File: config.mk
export PLATFORM = sky130hd
export DESIGN_NAME = dpw_ctrl
export DESIGN_NICKNAME = d
export VERILOG_FILES = /design/src/dpw_pkg.sv /design/src/dpw_ctrl.sv
export SDC_FILE = /design/constraint.sdc
export NUM_CORES = 1
export LEC_CHECK = 0
export BUFFER_PORTS_ARGS = -buffer_cell sky130_fd_sc_hd__buf_4
export CAP_MARGIN = 20
export CORE_MARGIN = 4
export CORE_UTILIZATION = 50
export CTS_BUF_LIST = sky130_fd_sc_hd__clkbuf_4 sky130_fd_sc_hd__clkbuf_8 sky130_fd_sc_hd__clkbuf_16
export CTS_CLUSTER_DIAMETER = 50
export CTS_CLUSTER_SIZE = 8
export DETAILED_ROUTE_END_ITERATION = 6
export HOLD_SLACK_MARGIN = 0.02
export PLACE_DENSITY = 0.74
export SLEW_MARGIN = 20
export SYNTH_ARGS = -nofsm -noshare
export SYNTH_HDL_FRONTEND = slang
export SYNTH_SLANG_ARGS = --single-unit
File: constraint.sdc
create_clock -name ref_clk -period 3.2 [get_ports ref_clk]
set_input_delay 0.32 -clock ref_clk [delete_from_list [all_inputs] [get_ports ref_clk]]
set_output_delay 0.32 -clock ref_clk [all_outputs]
set_load 0.1 [all_outputs]
File: src/dpw_pkg.sv
/* dpw_pkg: constants and types shared by the digipot wiper controller.
   assumes a single 40 MHz system clock drives every user of this package. */
package dpw_pkg;
  localparam int         WIPER_W      = 10;
  localparam int         RES_BITS_DEF = 8;
  // clock rate and fastest bus rate, both in kHz; cycles per fastest bit
  localparam int         CLK_KHZ      = 40000;
  localparam int         HS_MAX_KHZ   = 3400;
  localparam int         HS_BIT_CYC   = CLK_KHZ / HS_MAX_KHZ;
  localparam int         MIN_BIT_CYC  = 8;
  // register bus byte offsets
  localparam logic [4:0] OFS_WIPER0   = 5'h00;
  localparam logic [4:0] OFS_WIPER1   = 5'h04;
  localparam logic [4:0] OFS_TERMINAL_CONTROL_REGISTER     = 5'h08;
  localparam logic [4:0] OFS_STATUS   = 5'h0C;
  localparam logic [4:0] OFS_NVW0     = 5'h10;
  localparam logic [4:0] OFS_NVW1     = 5'h14;
  localparam logic [4:0] OFS_CFG      = 5'h18;
  // status and config field positions
  localparam int         ST_HS_BIT    = 2;
  localparam int         ST_HV_BIT    = 3;
  localparam int         ST_A0_BIT    = 4;
  localparam int         ST_BUSY_BIT  = 5;
  localparam int         CFG_GCEN_BIT = 0;
  // reset values
  localparam logic [3:0] TERMINAL_CONTROL_REGISTER_RST     = 4'hF;
  localparam logic       GCEN_RST     = 1'b0;
  // bus addressing
  localparam logic [3:0] DEV_CODE     = 4'h5;
  localparam logic [6:0] GCALL_ADDR   = 7'h00;
  localparam logic [4:0] HS_CODE      = 5'h01;
  // serial pointer byte: [7:4] target, [3:2] command, [1:0] data bits 9:8
  localparam logic [3:0] TGT_WIPER0   = 4'h0;
  localparam logic [3:0] TGT_WIPER1   = 4'h1;
  localparam logic [3:0] TGT_NVW0     = 4'h2;
  localparam logic [3:0] TGT_NVW1     = 4'h3;
  localparam logic [3:0] TGT_TERMINAL_CONTROL_REGISTER     = 4'h4;
  localparam logic [3:0] TGT_LOCK     = 4'h5;
  localparam logic [1:0] CMD_WRITE    = 2'h0;
  localparam logic [1:0] CMD_INC      = 2'h1;
  localparam logic [1:0] CMD_DEC      = 2'h2;
  localparam logic [1:0] CMD_READ     = 2'h3;

  typedef logic [WIPER_W-1:0] dpw_wiper_t;

  typedef struct packed {
    logic chan_shutdown_n;
    logic chan_term_a_connect;
    logic chan_wiper_connect;
    logic chan_term_b_connect;
  } dpw_terminal_control_register_t;

  typedef struct packed {
    logic chan_terminal_a_pin;
    logic chan_wiper_pin;
    logic chan_terminal_b_pin;
    logic wiper_to_b;
  } dpw_pins_t;

  typedef enum logic [2:0] {
    ST_IDLE = 3'h0,
    ST_ADDR = 3'h1,
    ST_ACKA = 3'h3,
    ST_RX   = 3'h2,
    ST_ACKR = 3'h6,
    ST_TX   = 3'h7,
    ST_ACKT = 3'h5
  } dpw_state_t;
endpackage

File: src/dpw_ctrl.sv
/* dpw_ctrl: wiper, terminal control and lock state of a one or two channel
   digital pot, with its two-wire bus slave and a local register port.
   assumes scl/sda/address/high-voltage inputs are asynchronous pins and the
   register port master runs on ref_clk. */
// Implementation choices: the plain strobed port and the placing of the registers.
// How it works
// - wiper codes above full scale act as full scale; limits block inc/dec
// - code zero puts wiper on B; full scale code puts it on A
// - a set lock refuses serial changes to that channel's wipers and terminal_control_register
// - locks change only through high-voltage commands
// - reset keeps locks and reloads each wiper from its stored copy
// - shutdown_n low opens terminal A and ties wiper to B
// - shutdown never stops the serial port or stored writes
// - shutdown ignores but keeps the A, W, B connect bits
// - shutdown leaves the wiper untouched; channels shut down separately
// - slave only; the master owns scl, start and stop
// - sda sampled on scl rise; changes only while scl low
// - sda falling while scl high is a start
// - sda rising while scl high is a stop and resets the port
// - works at standard, fast and high-speed bus rates
// - never holds scl low; read data always ready
// - 7-bit addresses and general call only, no 10-bit
// - first byte after start is the slave address byte
// - address is 0101 then pin bits, absent pins read as one
// - accepted byte is acknowledged by pulling sda low one bit
// - after a refusal the master restarts with a new start
// - address pin 0 is latched at reset, live level unused
// - high-voltage flag at start marks a high-voltage command
`timescale 1ns/1ps
module dpw_ctrl #(
  parameter int NCH       = 2,
  parameter int RES_BITS  = dpw_pkg::RES_BITS_DEF,
  parameter int ADDR_PINS = 3
) (
  input  wire logic                   ref_clk,
  input  wire logic                   sys_rst,
  input  wire logic                   sclIn,
  input  wire logic                   sdaIn,
  output logic                        sdaOut,
  output logic                        sdaOe,
  input  wire logic                   addr_pin0,
  input  wire logic                   addr_pin1,
  input  wire logic                   addr_pin2,
  input  wire logic                   high_voltage_command_flag,
  input  wire logic [4:0]             regAddr,
  input  wire logic [31:0]            regWdata,
  input  wire logic                   regWr,
  input  wire logic                   regRd,
  output logic [31:0]                 regRdata,
  output logic [NCH-1:0][8:0]         tapPos,
  output dpw_pkg::dpw_pins_t [NCH-1:0] chanPins
);
  localparam dpw_pkg::dpw_wiper_t FULL    = dpw_pkg::dpw_wiper_t'(1 << RES_BITS);
  localparam dpw_pkg::dpw_wiper_t NVW_DEF = dpw_pkg::dpw_wiper_t'(1 << (RES_BITS - 1));

  if (NCH < 1 || NCH > 2 || RES_BITS < 7 || RES_BITS > 8 || ADDR_PINS < 1
      || ADDR_PINS > 3 || dpw_pkg::HS_BIT_CYC < dpw_pkg::MIN_BIT_CYC) begin : g_bad
    $error("dpw_ctrl: unsupported parameters");
  end

  logic [5:0]                        sync1;
  logic [5:0]                        sync2;
  logic                              sclD;
  logic                              sdaD;
  logic                              scl;
  logic                              sda;
  logic                              sclRise;
  logic                              sclFall;
  logic                              startEv;
  logic                              stopEv;
  logic                              a0Latched;
  logic [6:0]                        ownAddr;
  dpw_pkg::dpw_state_t               state;
  logic [2:0]                        bitCnt;
  logic [6:0]                        shift;
  logic [7:0]                        rxByte;
  logic                              byteDone;
  logic                              opFire;
  logic                              ackNow;
  logic                              ackDrv;
  logic                              isRead;
  logic                              byteIdx;
  logic [7:0]                        ptr;
  logic [7:0]                        txByte;
  logic                              txHi;
  logic                              hsMode;
  logic                              hvMode;
  logic                              gcMode;
  logic                              gcEnable;
  logic                              next_ack;
  logic                              opWr;
  logic                              opInc;
  logic                              opDec;
  logic [3:0]                        opTgt;
  dpw_pkg::dpw_wiper_t               opData;
  dpw_pkg::dpw_wiper_t               rdWord;
  logic [31:0]                       next_regRdata;
  dpw_pkg::dpw_wiper_t [NCH-1:0]     wiper;
  dpw_pkg::dpw_wiper_t [NCH-1:0]     nvw = {NCH{NVW_DEF}};
  dpw_pkg::dpw_terminal_control_register_t [NCH-1:0]      terminal_control_register;
  logic [NCH-1:0]                    lock = '0;

  function automatic logic chanOf(input logic [3:0] t);
    return t == dpw_pkg::TGT_WIPER1 || t == dpw_pkg::TGT_NVW1;
  endfunction

  function automatic logic tgtValid(input logic [3:0] t);
    return t <= dpw_pkg::TGT_LOCK && !(chanOf(t) && NCH < 2);
  endfunction

  function automatic logic locked(input logic [3:0] t);
    return chanOf(t) ? lock[NCH-1] : lock[0];
  endfunction

  // pins pass two flops; the second stage and its third-stage delayed copy both feed edge detection
  always_ff @(posedge ref_clk) begin
    sync1 <= {high_voltage_command_flag, addr_pin2, addr_pin1, addr_pin0, sdaIn, sclIn};
    sync2 <= sync1;
    sclD  <= sync2[0];
    sdaD  <= sync2[1];
  end

  assign scl     = sync2[0];
  assign sda     = sync2[1];
  assign sclRise = scl && !sclD;
  assign sclFall = !scl && sclD;
  assign startEv = scl && sclD && sdaD && !sda;
  assign stopEv  = scl && sclD && !sdaD && sda;

  // pin 0 doubles as the high-voltage input, so only its reset level counts
  always_ff @(posedge ref_clk) begin
    if (sys_rst) begin
      a0Latched <= sync2[2];
    end
  end

  // pins 2 and 1 are read live and must not move during traffic
  assign ownAddr = {dpw_pkg::DEV_CODE,
                    (ADDR_PINS > 2) ? sync2[4] : 1'b1,
                    (ADDR_PINS > 1) ? sync2[3] : 1'b1,
                    a0Latched};

  assign rxByte   = {shift, sda};
  assign byteDone = sclRise && bitCnt == 3'h7 && (state == dpw_pkg::ST_ADDR
                    || state == dpw_pkg::ST_RX);
  assign opFire   = byteDone && state == dpw_pkg::ST_RX;

  always_comb begin
    next_ack = 1'b0;
    opWr     = 1'b0;
    opInc    = 1'b0;
    opDec    = 1'b0;
    opTgt    = rxByte[7:4];
    opData   = {rxByte[1:0], 8'h00};
    if (state == dpw_pkg::ST_ADDR) begin
      // 10-bit headers and the hs master code never match
      next_ack = rxByte[7:1] == ownAddr
                 || (rxByte[7:1] == dpw_pkg::GCALL_ADDR && !rxByte[0] && gcEnable);
    end else if (gcMode) begin
      next_ack = 1'b0;
    end else if (!byteIdx) begin
      unique case (rxByte[3:2])
        dpw_pkg::CMD_INC, dpw_pkg::CMD_DEC: begin
          next_ack = tgtValid(opTgt) && !locked(opTgt)
                     && (opTgt == dpw_pkg::TGT_WIPER0 || opTgt == dpw_pkg::TGT_WIPER1);
          opInc    = next_ack && rxByte[3:2] == dpw_pkg::CMD_INC;
          opDec    = next_ack && rxByte[3:2] == dpw_pkg::CMD_DEC;
        end
        dpw_pkg::CMD_WRITE, dpw_pkg::CMD_READ: begin
          next_ack = tgtValid(opTgt);
        end
      endcase
    end else begin
      opTgt    = ptr[7:4];
      opData   = {ptr[1:0], rxByte};
      if (opTgt == dpw_pkg::TGT_LOCK) begin
        next_ack = hvMode;
      end else begin
        next_ack = tgtValid(opTgt) && (opTgt == dpw_pkg::TGT_TERMINAL_CONTROL_REGISTER || !locked(opTgt));
      end
      opWr     = next_ack;
    end
  end

  // serial bit engine; sda only ever pulled low, scl never driven
  always_ff @(posedge ref_clk) begin
    if (sys_rst || stopEv) begin
      state   <= dpw_pkg::ST_IDLE;
      bitCnt  <= 3'h0;
      shift   <= 7'h00;
      sdaOe   <= 1'b0;
      ackNow  <= 1'b0;
      ackDrv  <= 1'b0;
      isRead  <= 1'b0;
      byteIdx <= 1'b0;
      ptr     <= 8'h00;
      txByte  <= 8'h00;
      txHi    <= 1'b0;
      hsMode  <= 1'b0;
      hvMode  <= 1'b0;
      gcMode  <= 1'b0;
    end else if (startEv) begin
      state   <= dpw_pkg::ST_ADDR;
      bitCnt  <= 3'h0;
      sdaOe   <= 1'b0;
      ackDrv  <= 1'b0;
      byteIdx <= 1'b0;
      gcMode  <= 1'b0;
      hvMode  <= sync2[5];
    end else begin
      unique case (state)
        dpw_pkg::ST_IDLE: begin
          sdaOe <= 1'b0;
        end
        dpw_pkg::ST_ADDR, dpw_pkg::ST_RX: begin
          if (sclRise) begin
            shift  <= rxByte[6:0];
            bitCnt <= bitCnt + 3'h1;
            if (bitCnt == 3'h7) begin
              ackNow <= next_ack;
              if (state == dpw_pkg::ST_ADDR) begin
                state  <= dpw_pkg::ST_ACKA;
                isRead <= rxByte[0];
                gcMode <= rxByte[7:1] == dpw_pkg::GCALL_ADDR;
                hsMode <= hsMode || rxByte[7:3] == dpw_pkg::HS_CODE;
                // read data is ready before the ack ends: no stretching
                txByte <= {6'h00, rdWord[9:8]};
                txHi   <= 1'b0;
              end else begin
                state   <= dpw_pkg::ST_ACKR;
                byteIdx <= !byteIdx && rxByte[3:2] == dpw_pkg::CMD_WRITE && next_ack;
                if (!byteIdx) begin
                  ptr <= rxByte;
                end
              end
            end
          end
        end
        dpw_pkg::ST_ACKA, dpw_pkg::ST_ACKR: begin
          if (sclFall) begin
            if (!ackDrv) begin
              sdaOe  <= ackNow;
              ackDrv <= 1'b1;
            end else begin
              ackDrv <= 1'b0;
              bitCnt <= 3'h0;
              if (!ackNow) begin
                sdaOe <= 1'b0;
                state <= dpw_pkg::ST_IDLE;
              end else if (state == dpw_pkg::ST_ACKA && isRead) begin
                sdaOe <= !txByte[7];
                state <= dpw_pkg::ST_TX;
              end else begin
                sdaOe <= 1'b0;
                state <= dpw_pkg::ST_RX;
              end
            end
          end
        end
        dpw_pkg::ST_TX: begin
          if (sclFall) begin
            sdaOe <= !txByte[7];
          end else if (sclRise) begin
            txByte <= {txByte[6:0], 1'b0};
            bitCnt <= bitCnt + 3'h1;
            if (bitCnt == 3'h7) begin
              state <= dpw_pkg::ST_ACKT;
            end
          end
        end
        dpw_pkg::ST_ACKT: begin
          if (sclFall) begin
            sdaOe <= 1'b0;
          end else if (sclRise) begin
            bitCnt <= 3'h0;
            txByte <= txHi ? {6'h00, rdWord[9:8]} : rdWord[7:0];
            txHi   <= !txHi;
            state  <= sda ? dpw_pkg::ST_IDLE : dpw_pkg::ST_TX;
          end
        end
        default: begin
          state <= dpw_pkg::ST_IDLE;
        end
      endcase
    end
  end

  always_ff @(posedge ref_clk) begin
    sdaOut <= 1'b0;
  end

  always_comb begin
    unique case (ptr[7:4])
      dpw_pkg::TGT_WIPER0: rdWord = wiper[0];
      dpw_pkg::TGT_WIPER1: rdWord = wiper[NCH-1];
      dpw_pkg::TGT_NVW0:   rdWord = nvw[0];
      dpw_pkg::TGT_NVW1:   rdWord = nvw[NCH-1];
      dpw_pkg::TGT_TERMINAL_CONTROL_REGISTER:   rdWord = dpw_pkg::dpw_wiper_t'(terminal_control_register);
      dpw_pkg::TGT_LOCK:   rdWord = dpw_pkg::dpw_wiper_t'(lock);
      default:             rdWord = '0;
    endcase
  end

  // volatile wipers and terminal_control_register; shutdown does not gate serial writes
  always_ff @(posedge ref_clk) begin
    if (sys_rst) begin
      wiper <= nvw;
      terminal_control_register  <= {NCH{dpw_pkg::TERMINAL_CONTROL_REGISTER_RST}};
    end else if (opFire) begin
      for (int c = 0; c < NCH; c++) begin
        if (opInc && chanOf(opTgt) == c[0] && wiper[c] < FULL) begin
          wiper[c] <= wiper[c] + 10'h001;
        end
        if (opDec && chanOf(opTgt) == c[0] && wiper[c] != '0 && wiper[c] <= FULL) begin
          wiper[c] <= wiper[c] - 10'h001;
        end
        if (opWr && opTgt == (c[0] ? dpw_pkg::TGT_WIPER1 : dpw_pkg::TGT_WIPER0)) begin
          wiper[c] <= opData;
        end
        // a locked channel keeps its nibble even in a shared terminal_control_register write
        if (opWr && opTgt == dpw_pkg::TGT_TERMINAL_CONTROL_REGISTER && !lock[c]) begin
          terminal_control_register[c] <= opData[4*c +: 4];
        end
      end
    end
  end

  // stored wipers survive reset; serial wins over a same-cycle bus write
  always_ff @(posedge ref_clk) begin
    for (int c = 0; c < NCH; c++) begin
      if (opFire && opWr && opTgt == (c[0] ? dpw_pkg::TGT_NVW1 : dpw_pkg::TGT_NVW0)) begin
        nvw[c] <= opData;
      end else if (regWr && regAddr == (c[0] ? dpw_pkg::OFS_NVW1 : dpw_pkg::OFS_NVW0)) begin
        nvw[c] <= regWdata[9:0];
      end
    end
  end

  // locks are non-volatile: no reset term at all
  always_ff @(posedge ref_clk) begin
    if (opFire && opWr && opTgt == dpw_pkg::TGT_LOCK) begin
      lock <= opData[NCH-1:0];
    end
  end

  always_ff @(posedge ref_clk) begin
    if (sys_rst) begin
      gcEnable <= dpw_pkg::GCEN_RST;
    end else if (regWr && regAddr == dpw_pkg::OFS_CFG) begin
      gcEnable <= regWdata[dpw_pkg::CFG_GCEN_BIT];
    end
  end

  // terminal outputs per channel, each shut down on its own
  always_ff @(posedge ref_clk) begin
    if (sys_rst) begin
      tapPos   <= '0;
      chanPins <= '0;
    end else begin
      for (int c = 0; c < NCH; c++) begin
        tapPos[c] <= (wiper[c] > FULL) ? FULL[8:0] : wiper[c][8:0];
        if (!terminal_control_register[c].chan_shutdown_n) begin
          chanPins[c] <= '{chan_terminal_a_pin: 1'b0, chan_wiper_pin: 1'b1,
                           chan_terminal_b_pin: 1'b1, wiper_to_b: 1'b1};
        end else begin
          chanPins[c] <= '{chan_terminal_a_pin: terminal_control_register[c].chan_term_a_connect,
                           chan_wiper_pin: terminal_control_register[c].chan_wiper_connect,
                           chan_terminal_b_pin: terminal_control_register[c].chan_term_b_connect,
                           wiper_to_b: 1'b0};
        end
      end
    end
  end

  always_comb begin
    next_regRdata = 32'h0000_0000;
    unique case (regAddr)
      dpw_pkg::OFS_WIPER0: next_regRdata = 32'(wiper[0]);
      dpw_pkg::OFS_WIPER1: next_regRdata = (NCH > 1) ? 32'(wiper[NCH-1]) : 32'h0000_0000;
      dpw_pkg::OFS_TERMINAL_CONTROL_REGISTER:   next_regRdata = 32'(terminal_control_register);
      dpw_pkg::OFS_STATUS: begin
        next_regRdata[NCH-1:0]              = lock;
        next_regRdata[dpw_pkg::ST_HS_BIT]   = hsMode;
        next_regRdata[dpw_pkg::ST_HV_BIT]   = hvMode;
        next_regRdata[dpw_pkg::ST_A0_BIT]   = a0Latched;
        next_regRdata[dpw_pkg::ST_BUSY_BIT] = state != dpw_pkg::ST_IDLE;
      end
      dpw_pkg::OFS_NVW0:   next_regRdata = 32'(nvw[0]);
      dpw_pkg::OFS_NVW1:   next_regRdata = (NCH > 1) ? 32'(nvw[NCH-1]) : 32'h0000_0000;
      dpw_pkg::OFS_CFG:    next_regRdata[dpw_pkg::CFG_GCEN_BIT] = gcEnable;
      default:             next_regRdata = 32'h0000_0000;
    endcase
  end

  // read data valid only in the cycle after the strobe
  always_ff @(posedge ref_clk) begin
    if (sys_rst || !regRd) begin
      regRdata <= 32'h0000_0000;
    end else begin
      regRdata <= next_regRdata;
    end
  end
endmodule // dpw_ctrl

## Word-level counts from Yosys, hierarchy flattened

Index checks and enable logic that the tools add are counted.

- Flip-flop bits (word level): 162
- Output and inout port bits: 60

- Add/sub/neg operators: 5
- $lt $le $gt $ge: 8
- Equality and inequality tests: 52
- Muxes and demuxes: 89
- Bitwise gates (word level): 7
- Reductions and logical operators: 109

Operator list:

| kind | count |
|---|---|
| $mux 10 | 13 |
| $mux 8 | 8 |
| $mux 3 | 21 |
| $pmux 10 s6 | 1 |
| $logic_and 1x1->1 | 42 |
| $mux 20 | 2 |
| $mux 1 | 30 |
| $pmux 5 s6 | 1 |
| $ne 3x3->1 const B | 9 |
| $ne 2x2->1 const B | 13 |
| $pmux 8 s3 | 1 |
| $add 10x1->10 const B | 2 |
| $eq 4x2->1 const B | 5 |
| $gt 10x9->1 const B | 2 |
| $le 10x9->1 const B | 2 |
| $lt 10x9->1 const B | 2 |
| $pmux 4 s5 | 1 |
| $reduce_and 10->1 | 2 |
| $reduce_bool 10->1 | 2 |
| $sub 10x1->10 const B | 2 |
| $mux 9 | 2 |
| $reduce_or 2->1 | 9 |
| $eq 4x3->1 const B | 4 |
| $reduce_and 4->1 | 4 |
| 36 further kinds | 90 |

## Logic depth before layout (Yosys ltp)

- Depth in word-level cells: 18
- Gate-level depth with buffers: 13

## Worst setup path after synthesis

Ideal clock, no wire load.

- Path type: reg-to-reg
- From: register shift[2]
- To: register wiper[19] (netlist name), data pin
- Data arrival time: 3,270 ps
- Data required time: 2,943 ps
- Path slack: -327 ps
- Stages on the path, launching flop included: 14
- Buffers on the path: 0
- Cell sequence: dfxtp_1 -> inv_1 -> ha_1 -> nand2_1 -> nor3_1 -> nand3_1 -> nor2_1 -> ha_1 -> a211oi_1 -> o21ai_0 -> a2111o_1 -> and4b_1 -> mux2i_1 -> nand2_1

- Word-level cells in the longest chain between the ends: 13
- Elaborated cells between the ends (all ways): 15

RTL lines:

| item | RTL line | text |
|---|---|---|
| from (decl) | dpw_ctrl.sv:75 | `logic [6:0] shift;` |
| from (signal assigned) | dpw_ctrl.sv:217 | `shift <= rxByte[6:0];` |
| $eq 2x1->1 / $eq 2x2->1 (equally long branches) | dpw_ctrl.sv:162, dpw_ctrl.sv:167 |  |
| $reduce_or 2->1 / $logic_and 1x1->1 (equally long branches) | dpw_ctrl.sv:162, dpw_ctrl.sv:167 |  |
| $mux 1 (*) | dpw_ctrl.sv:162 | `unique case (rxByte[3:2])` |
| $mux 1 (*) | dpw_ctrl.sv:161 | `end else if (!byteIdx) begin` |
| $mux 1 (*) | dpw_ctrl.sv:159 | `end else if (gcMode) begin` |
| $mux 1 (*) | dpw_ctrl.sv:155 | `if (state == dpw_pkg::ST_ADDR) begin` |
| $logic_and 1x1->1 (*) (3 in a row) | dpw_ctrl.sv:314 | `if (opDec && chanOf(opTgt) == c[0] && wiper[c] != '0 && wiper[c] <= FULL) begin` |
| $mux 10 (*) | dpw_ctrl.sv:314 |  |
| $mux 10 (*) | dpw_ctrl.sv:317 | `if (opWr && opTgt == (c[0] ? dpw_pkg::TGT_WIPER1 : dpw_pkg::TGT_WIPER0)) begin` |
| $mux 20 (*) | dpw_ctrl.sv:309 | `end else if (opFire) begin` |
| $mux 20 (*) | dpw_ctrl.sv:306 | `if (sys_rst) begin` |
| to (signal assigned) | dpw_ctrl.sv:307 | `wiper <= nvw;` |
| to (signal, indexed assignment) | dpw_ctrl.sv:315 | `wiper[c] <= wiper[c] - 10'h001;` |
| to (signal, indexed assignment) | dpw_ctrl.sv:318 | `wiper[c] <= opData;` |
| to (decl) | dpw_ctrl.sv:98 | `dpw_pkg::dpw_wiper_t [NCH-1:0] wiper;` |

Mark *: on every way between the ends. The rest lies on a longest branch, timed or not. The select of a mux whose other input is x is not followed.
A chain may end at the register's enable or synchronous reset.

## Final worst setup path

- From: register state[0]
- To: register wiper[9] (netlist name), data pin

- Word-level cells in the longest chain between the ends: 12
- Elaborated cells between the ends (all ways): 18

RTL lines:

| item | RTL line | text |
|---|---|---|
| from (decl) | dpw_ctrl.sv:73 | `dpw_pkg::dpw_state_t state;` |
| from (signal assigned) | dpw_ctrl.sv:188 | `state <= dpw_pkg::ST_IDLE;` |
| from (signal assigned) | dpw_ctrl.sv:203 | `state <= dpw_pkg::ST_ADDR;` |
| from (signal assigned) | dpw_ctrl.sv:222 | `state <= dpw_pkg::ST_ACKA;` |
| $eq 3x1->1 (*) | dpw_ctrl.sv:155 |  |
| $mux 4 | dpw_ctrl.sv:155 |  |
| $eq 4x1->1 / $eq 4x2->1 (equally long branches) | dpw_ctrl.sv:104 | `return t == dpw_pkg::TGT_WIPER1 \|\| t == dpw_pkg::TGT_NVW1;` |
| $logic_or 1x1->1 | dpw_ctrl.sv:104 |  |
| $not 1->1 | dpw_ctrl.sv:314 |  |
| $logic_and 1x1->1 (3 in a row) | dpw_ctrl.sv:314 |  |
| $mux 10 | dpw_ctrl.sv:314 |  |
| $mux 10 (*) | dpw_ctrl.sv:317 |  |
| $mux 20 (*) | dpw_ctrl.sv:309 |  |
| $mux 20 (*) | dpw_ctrl.sv:306 |  |

Marked as above.

==> flow_summary_export.csv <==
group,metric,value,unit
global_routing,grt_max_degree,55,
clock_network,cts.sinks,138,
logic_synthesis,synth_top_area_share,25.1,%
logic_synthesis,synthTopCellsByArea,"dfxtp_1 (25%), edfxtp_1 (17%), mux2_2 (4.3%), nand2_1 (4.1%), a22oi_1 (3.9%)",
logic_synthesis,yosysWarnings,0,
run_status,outcome,"complete, no violations",
routing,drc_errors,0,
logic_synthesis,ys_seq_area_share,42.1,%
timing,slew_viol_final,0,
logic_synthesis,synth_edf_count,43,
setup_path,crit_type,"reg -> reg",
layout,nets,1007,
layout,fillers,1152,
power_and_ir_drop,powerDensity,479,nW/um^2
logic_synthesis,syn_area,7580,um^2
timing,max_freq,0.313,GHz
placed_design,port_buffers,61,
setup_path,cp.arrival,3380,ps
logic_synthesis,syn_area_per_cell,9.25,um^2
setup_path,critical_path_peak_fanout,6,
timing,timing.slew.headroom,25.9,%
timing,skew,11.8,ps
die,die_x,131,um
power_and_ir_drop,ir_worst_vdd,0.326,mV
timing,timing.final.ws_setup,5.57,ps
setup_path,crit_required,3390,ps
clock_network,clock_latency,440,ps
clock_network,cts.clk_slew.worst_paths,60,ps
timing,final-setup-viol-count,0,
global_routing,grt_first_pass_wirelength,34.2,mm
layout,ff_latch_area,3200,um^2
clock_network,numCtsBuffers,17,
clock_network,cts_buffer_depth,2,
layout,drive_above_1_share,25.4,%
routing,vias_per_cell,6.11,
placed_design,dp_hpwl,15.9,mm
die,rows,44,
power_and_ir_drop,finalPower,4540,uW
worst_hold_path,min_path_type,"in -> reg",
timing,hold_viol,0,
logic_synthesis,synth-seq-cells,138,
timing,grt_setup_unrepaired,"yes",
timing,fin_crit_sh,99.8,%
timing,layout_min_cycle_time,3190,ps
routing,wire_per_inst,19.9,um
global_routing,track_usage,26.3,%
setup_path,cp-start-kind,"register",
global_routing,overflow,0,
setup_path,reg2reg_slack,6,ps
power_and_ir_drop,p_leak,0.00377,uW
run,drv_cap,0,
routing,finalWirelength,22.6,mm
setup_path,endpoint_kind,"register",
logic_synthesis,synthArstFlopShare,0,%
die,dieArea,17200,um^2
layout,multi_input_area,4200,um^2
die,die_h,131,um
layout,area_delta_synth_final,24.9,%
clock_network,root_buffer,"clkbuf_16",
routing,vias,6927,
routing,firstDrtPassIters,7,
clock_network,cts_max_level,4,
placed_design,dp_slack,-176,ps
routing,drtIter0Drc,944,
timing,worst_slew_pin_slew,1100,ps
clock_network,cts_tree,"built",
routing,ant_nets,0,
logic_synthesis,syn_inst,819,
placed_design,gp_congestion,0.980,
global_routing,antenna_found_initial,0,
logic_synthesis,ys.flop_type,"dfxtp_1",
timing,hold_ws,184,ps
logic_synthesis,ys_types,72,
global_routing,first_global_vias,6323,
die,start_util,51.5,%
layout,diodes,0,
die,pin_count,107,
logic_synthesis,synth_top_area_cell,"dfxtp_1",
die,core_area,14700,um^2
routing by layer:
metal,wire (um),vias up,GRT usage [%]
li1,-,3190,-
met1,8990,3203,35.1
met2,10100,446,40.1
met3,2490,88,6.44
met4,1070,0,12.8
met5,0,-,0
where the power goes:
group	total [uW]	internal [uW]	switching [uW]	leakage (uW)
Combinational	563	166	397	0.00230
Sequential	1880	1850	27.2	0.00118
Clock	2090	1320	770	0.000298
cell families after synthesis:
logic type	after synthesis	synth area share (%)
buffers and inverters	95	6.31
adder cells (fa/ha/maj)	23	4.00
other	1	0.0495
AND/OR/NAND/NOR	262	17.0
multiplexers	58	8.47
AO/OA/AOI/OAI	223	19.9
flip-flops	138	42.1
XOR/XNOR	19	2.20
path summary, 6_finish.rpt:
path | cells after the start | startpoint | endpoint
max | 13 | state[0] | wiper[9]
min | 3 | regWdata[0] | gcEnable
max reg2reg | 13 | state[0] | wiper[9]
min reg2reg | 0 | sync1[0] | sync2[0]
stage by stage:
stage,setup TNS (ps),std cells,utilization (%),cell area [um^2]
floorplan,0,841,-,7680
global placement,-157,1092,58.2,8550
detailed placement,-595,1092,58.2,8550
CTS,0,1130,63.1,9270
global route,-301,1134,64.4,9460
finish,0,1134,64.4,9460
flip-flops by register name, indices dropped and copies added (netlist names), 7 cells and up:
signal                     cells
chanPins                       8
nvw                           20
regRdata                      10
shift                          7
tapPos                        18
terminal_control_register      8
txByte                         8
wiper                         20
synth_stat cells, drive strengths merged, types with 17 or more instances:
cell	instances
a22oi	39
mux2i	27
and2	22
buf	44
inv	26
ha	21
nor3	17
mux2	29
clkbuf	25
nor2	68
edfxtp	43
o21ai	38
a21oi	55
dfxtp	95
nand2	82
cell type report:
type / instances / area share (%)
Clock buffer: 20 / 4.73
Tap cell: 184 / 2.43
Multi-Input combinational cell: 608 / 44.4
Sequential cell: 138 / 33.8
Timing Repair Buffer: 146 / 11.8
Inverter: 26 / 1.03
Clock inverter: 12 / 1.84
worst max-delay path, stage by stage, from the launching register on:
cell and delay, ps:
dfxtp_2 320, nor3b_4 150, or3_4 350, nor3_4 270
nor3b_4 240, and3_4 310, ha_4 170, buf_4 120
o211ai_1 110, o211ai_1 310, a41oi_2 180, nor3b_2 190
mux2i_1 160, nand2_1 60
repair_timing:
| item | in CTS | in global routing |
|---|---|---|
| resized for setup | 11 | 31 |
| hold endpoints to repair | 6 | 0 |
| endpoints found under the setup margin | 8 | 7 |
| pin swaps | 2 | 20 |
| setup buffers | 0 | 4 |
| hold buffers | 6 | 0 |
layout by cell type, fill, tap and decap left out, types with 27 or more instances in the layout:
master      n
a22oi_1    39
nand2_1    81
mux2i_1    27
dfxtp_1    92
mux2_2     29
buf_4     138
nor2_1     66
a21oi_1    52
o21ai_0    28
edfxtp_1   43
Power figures use the tool's default switching activity.
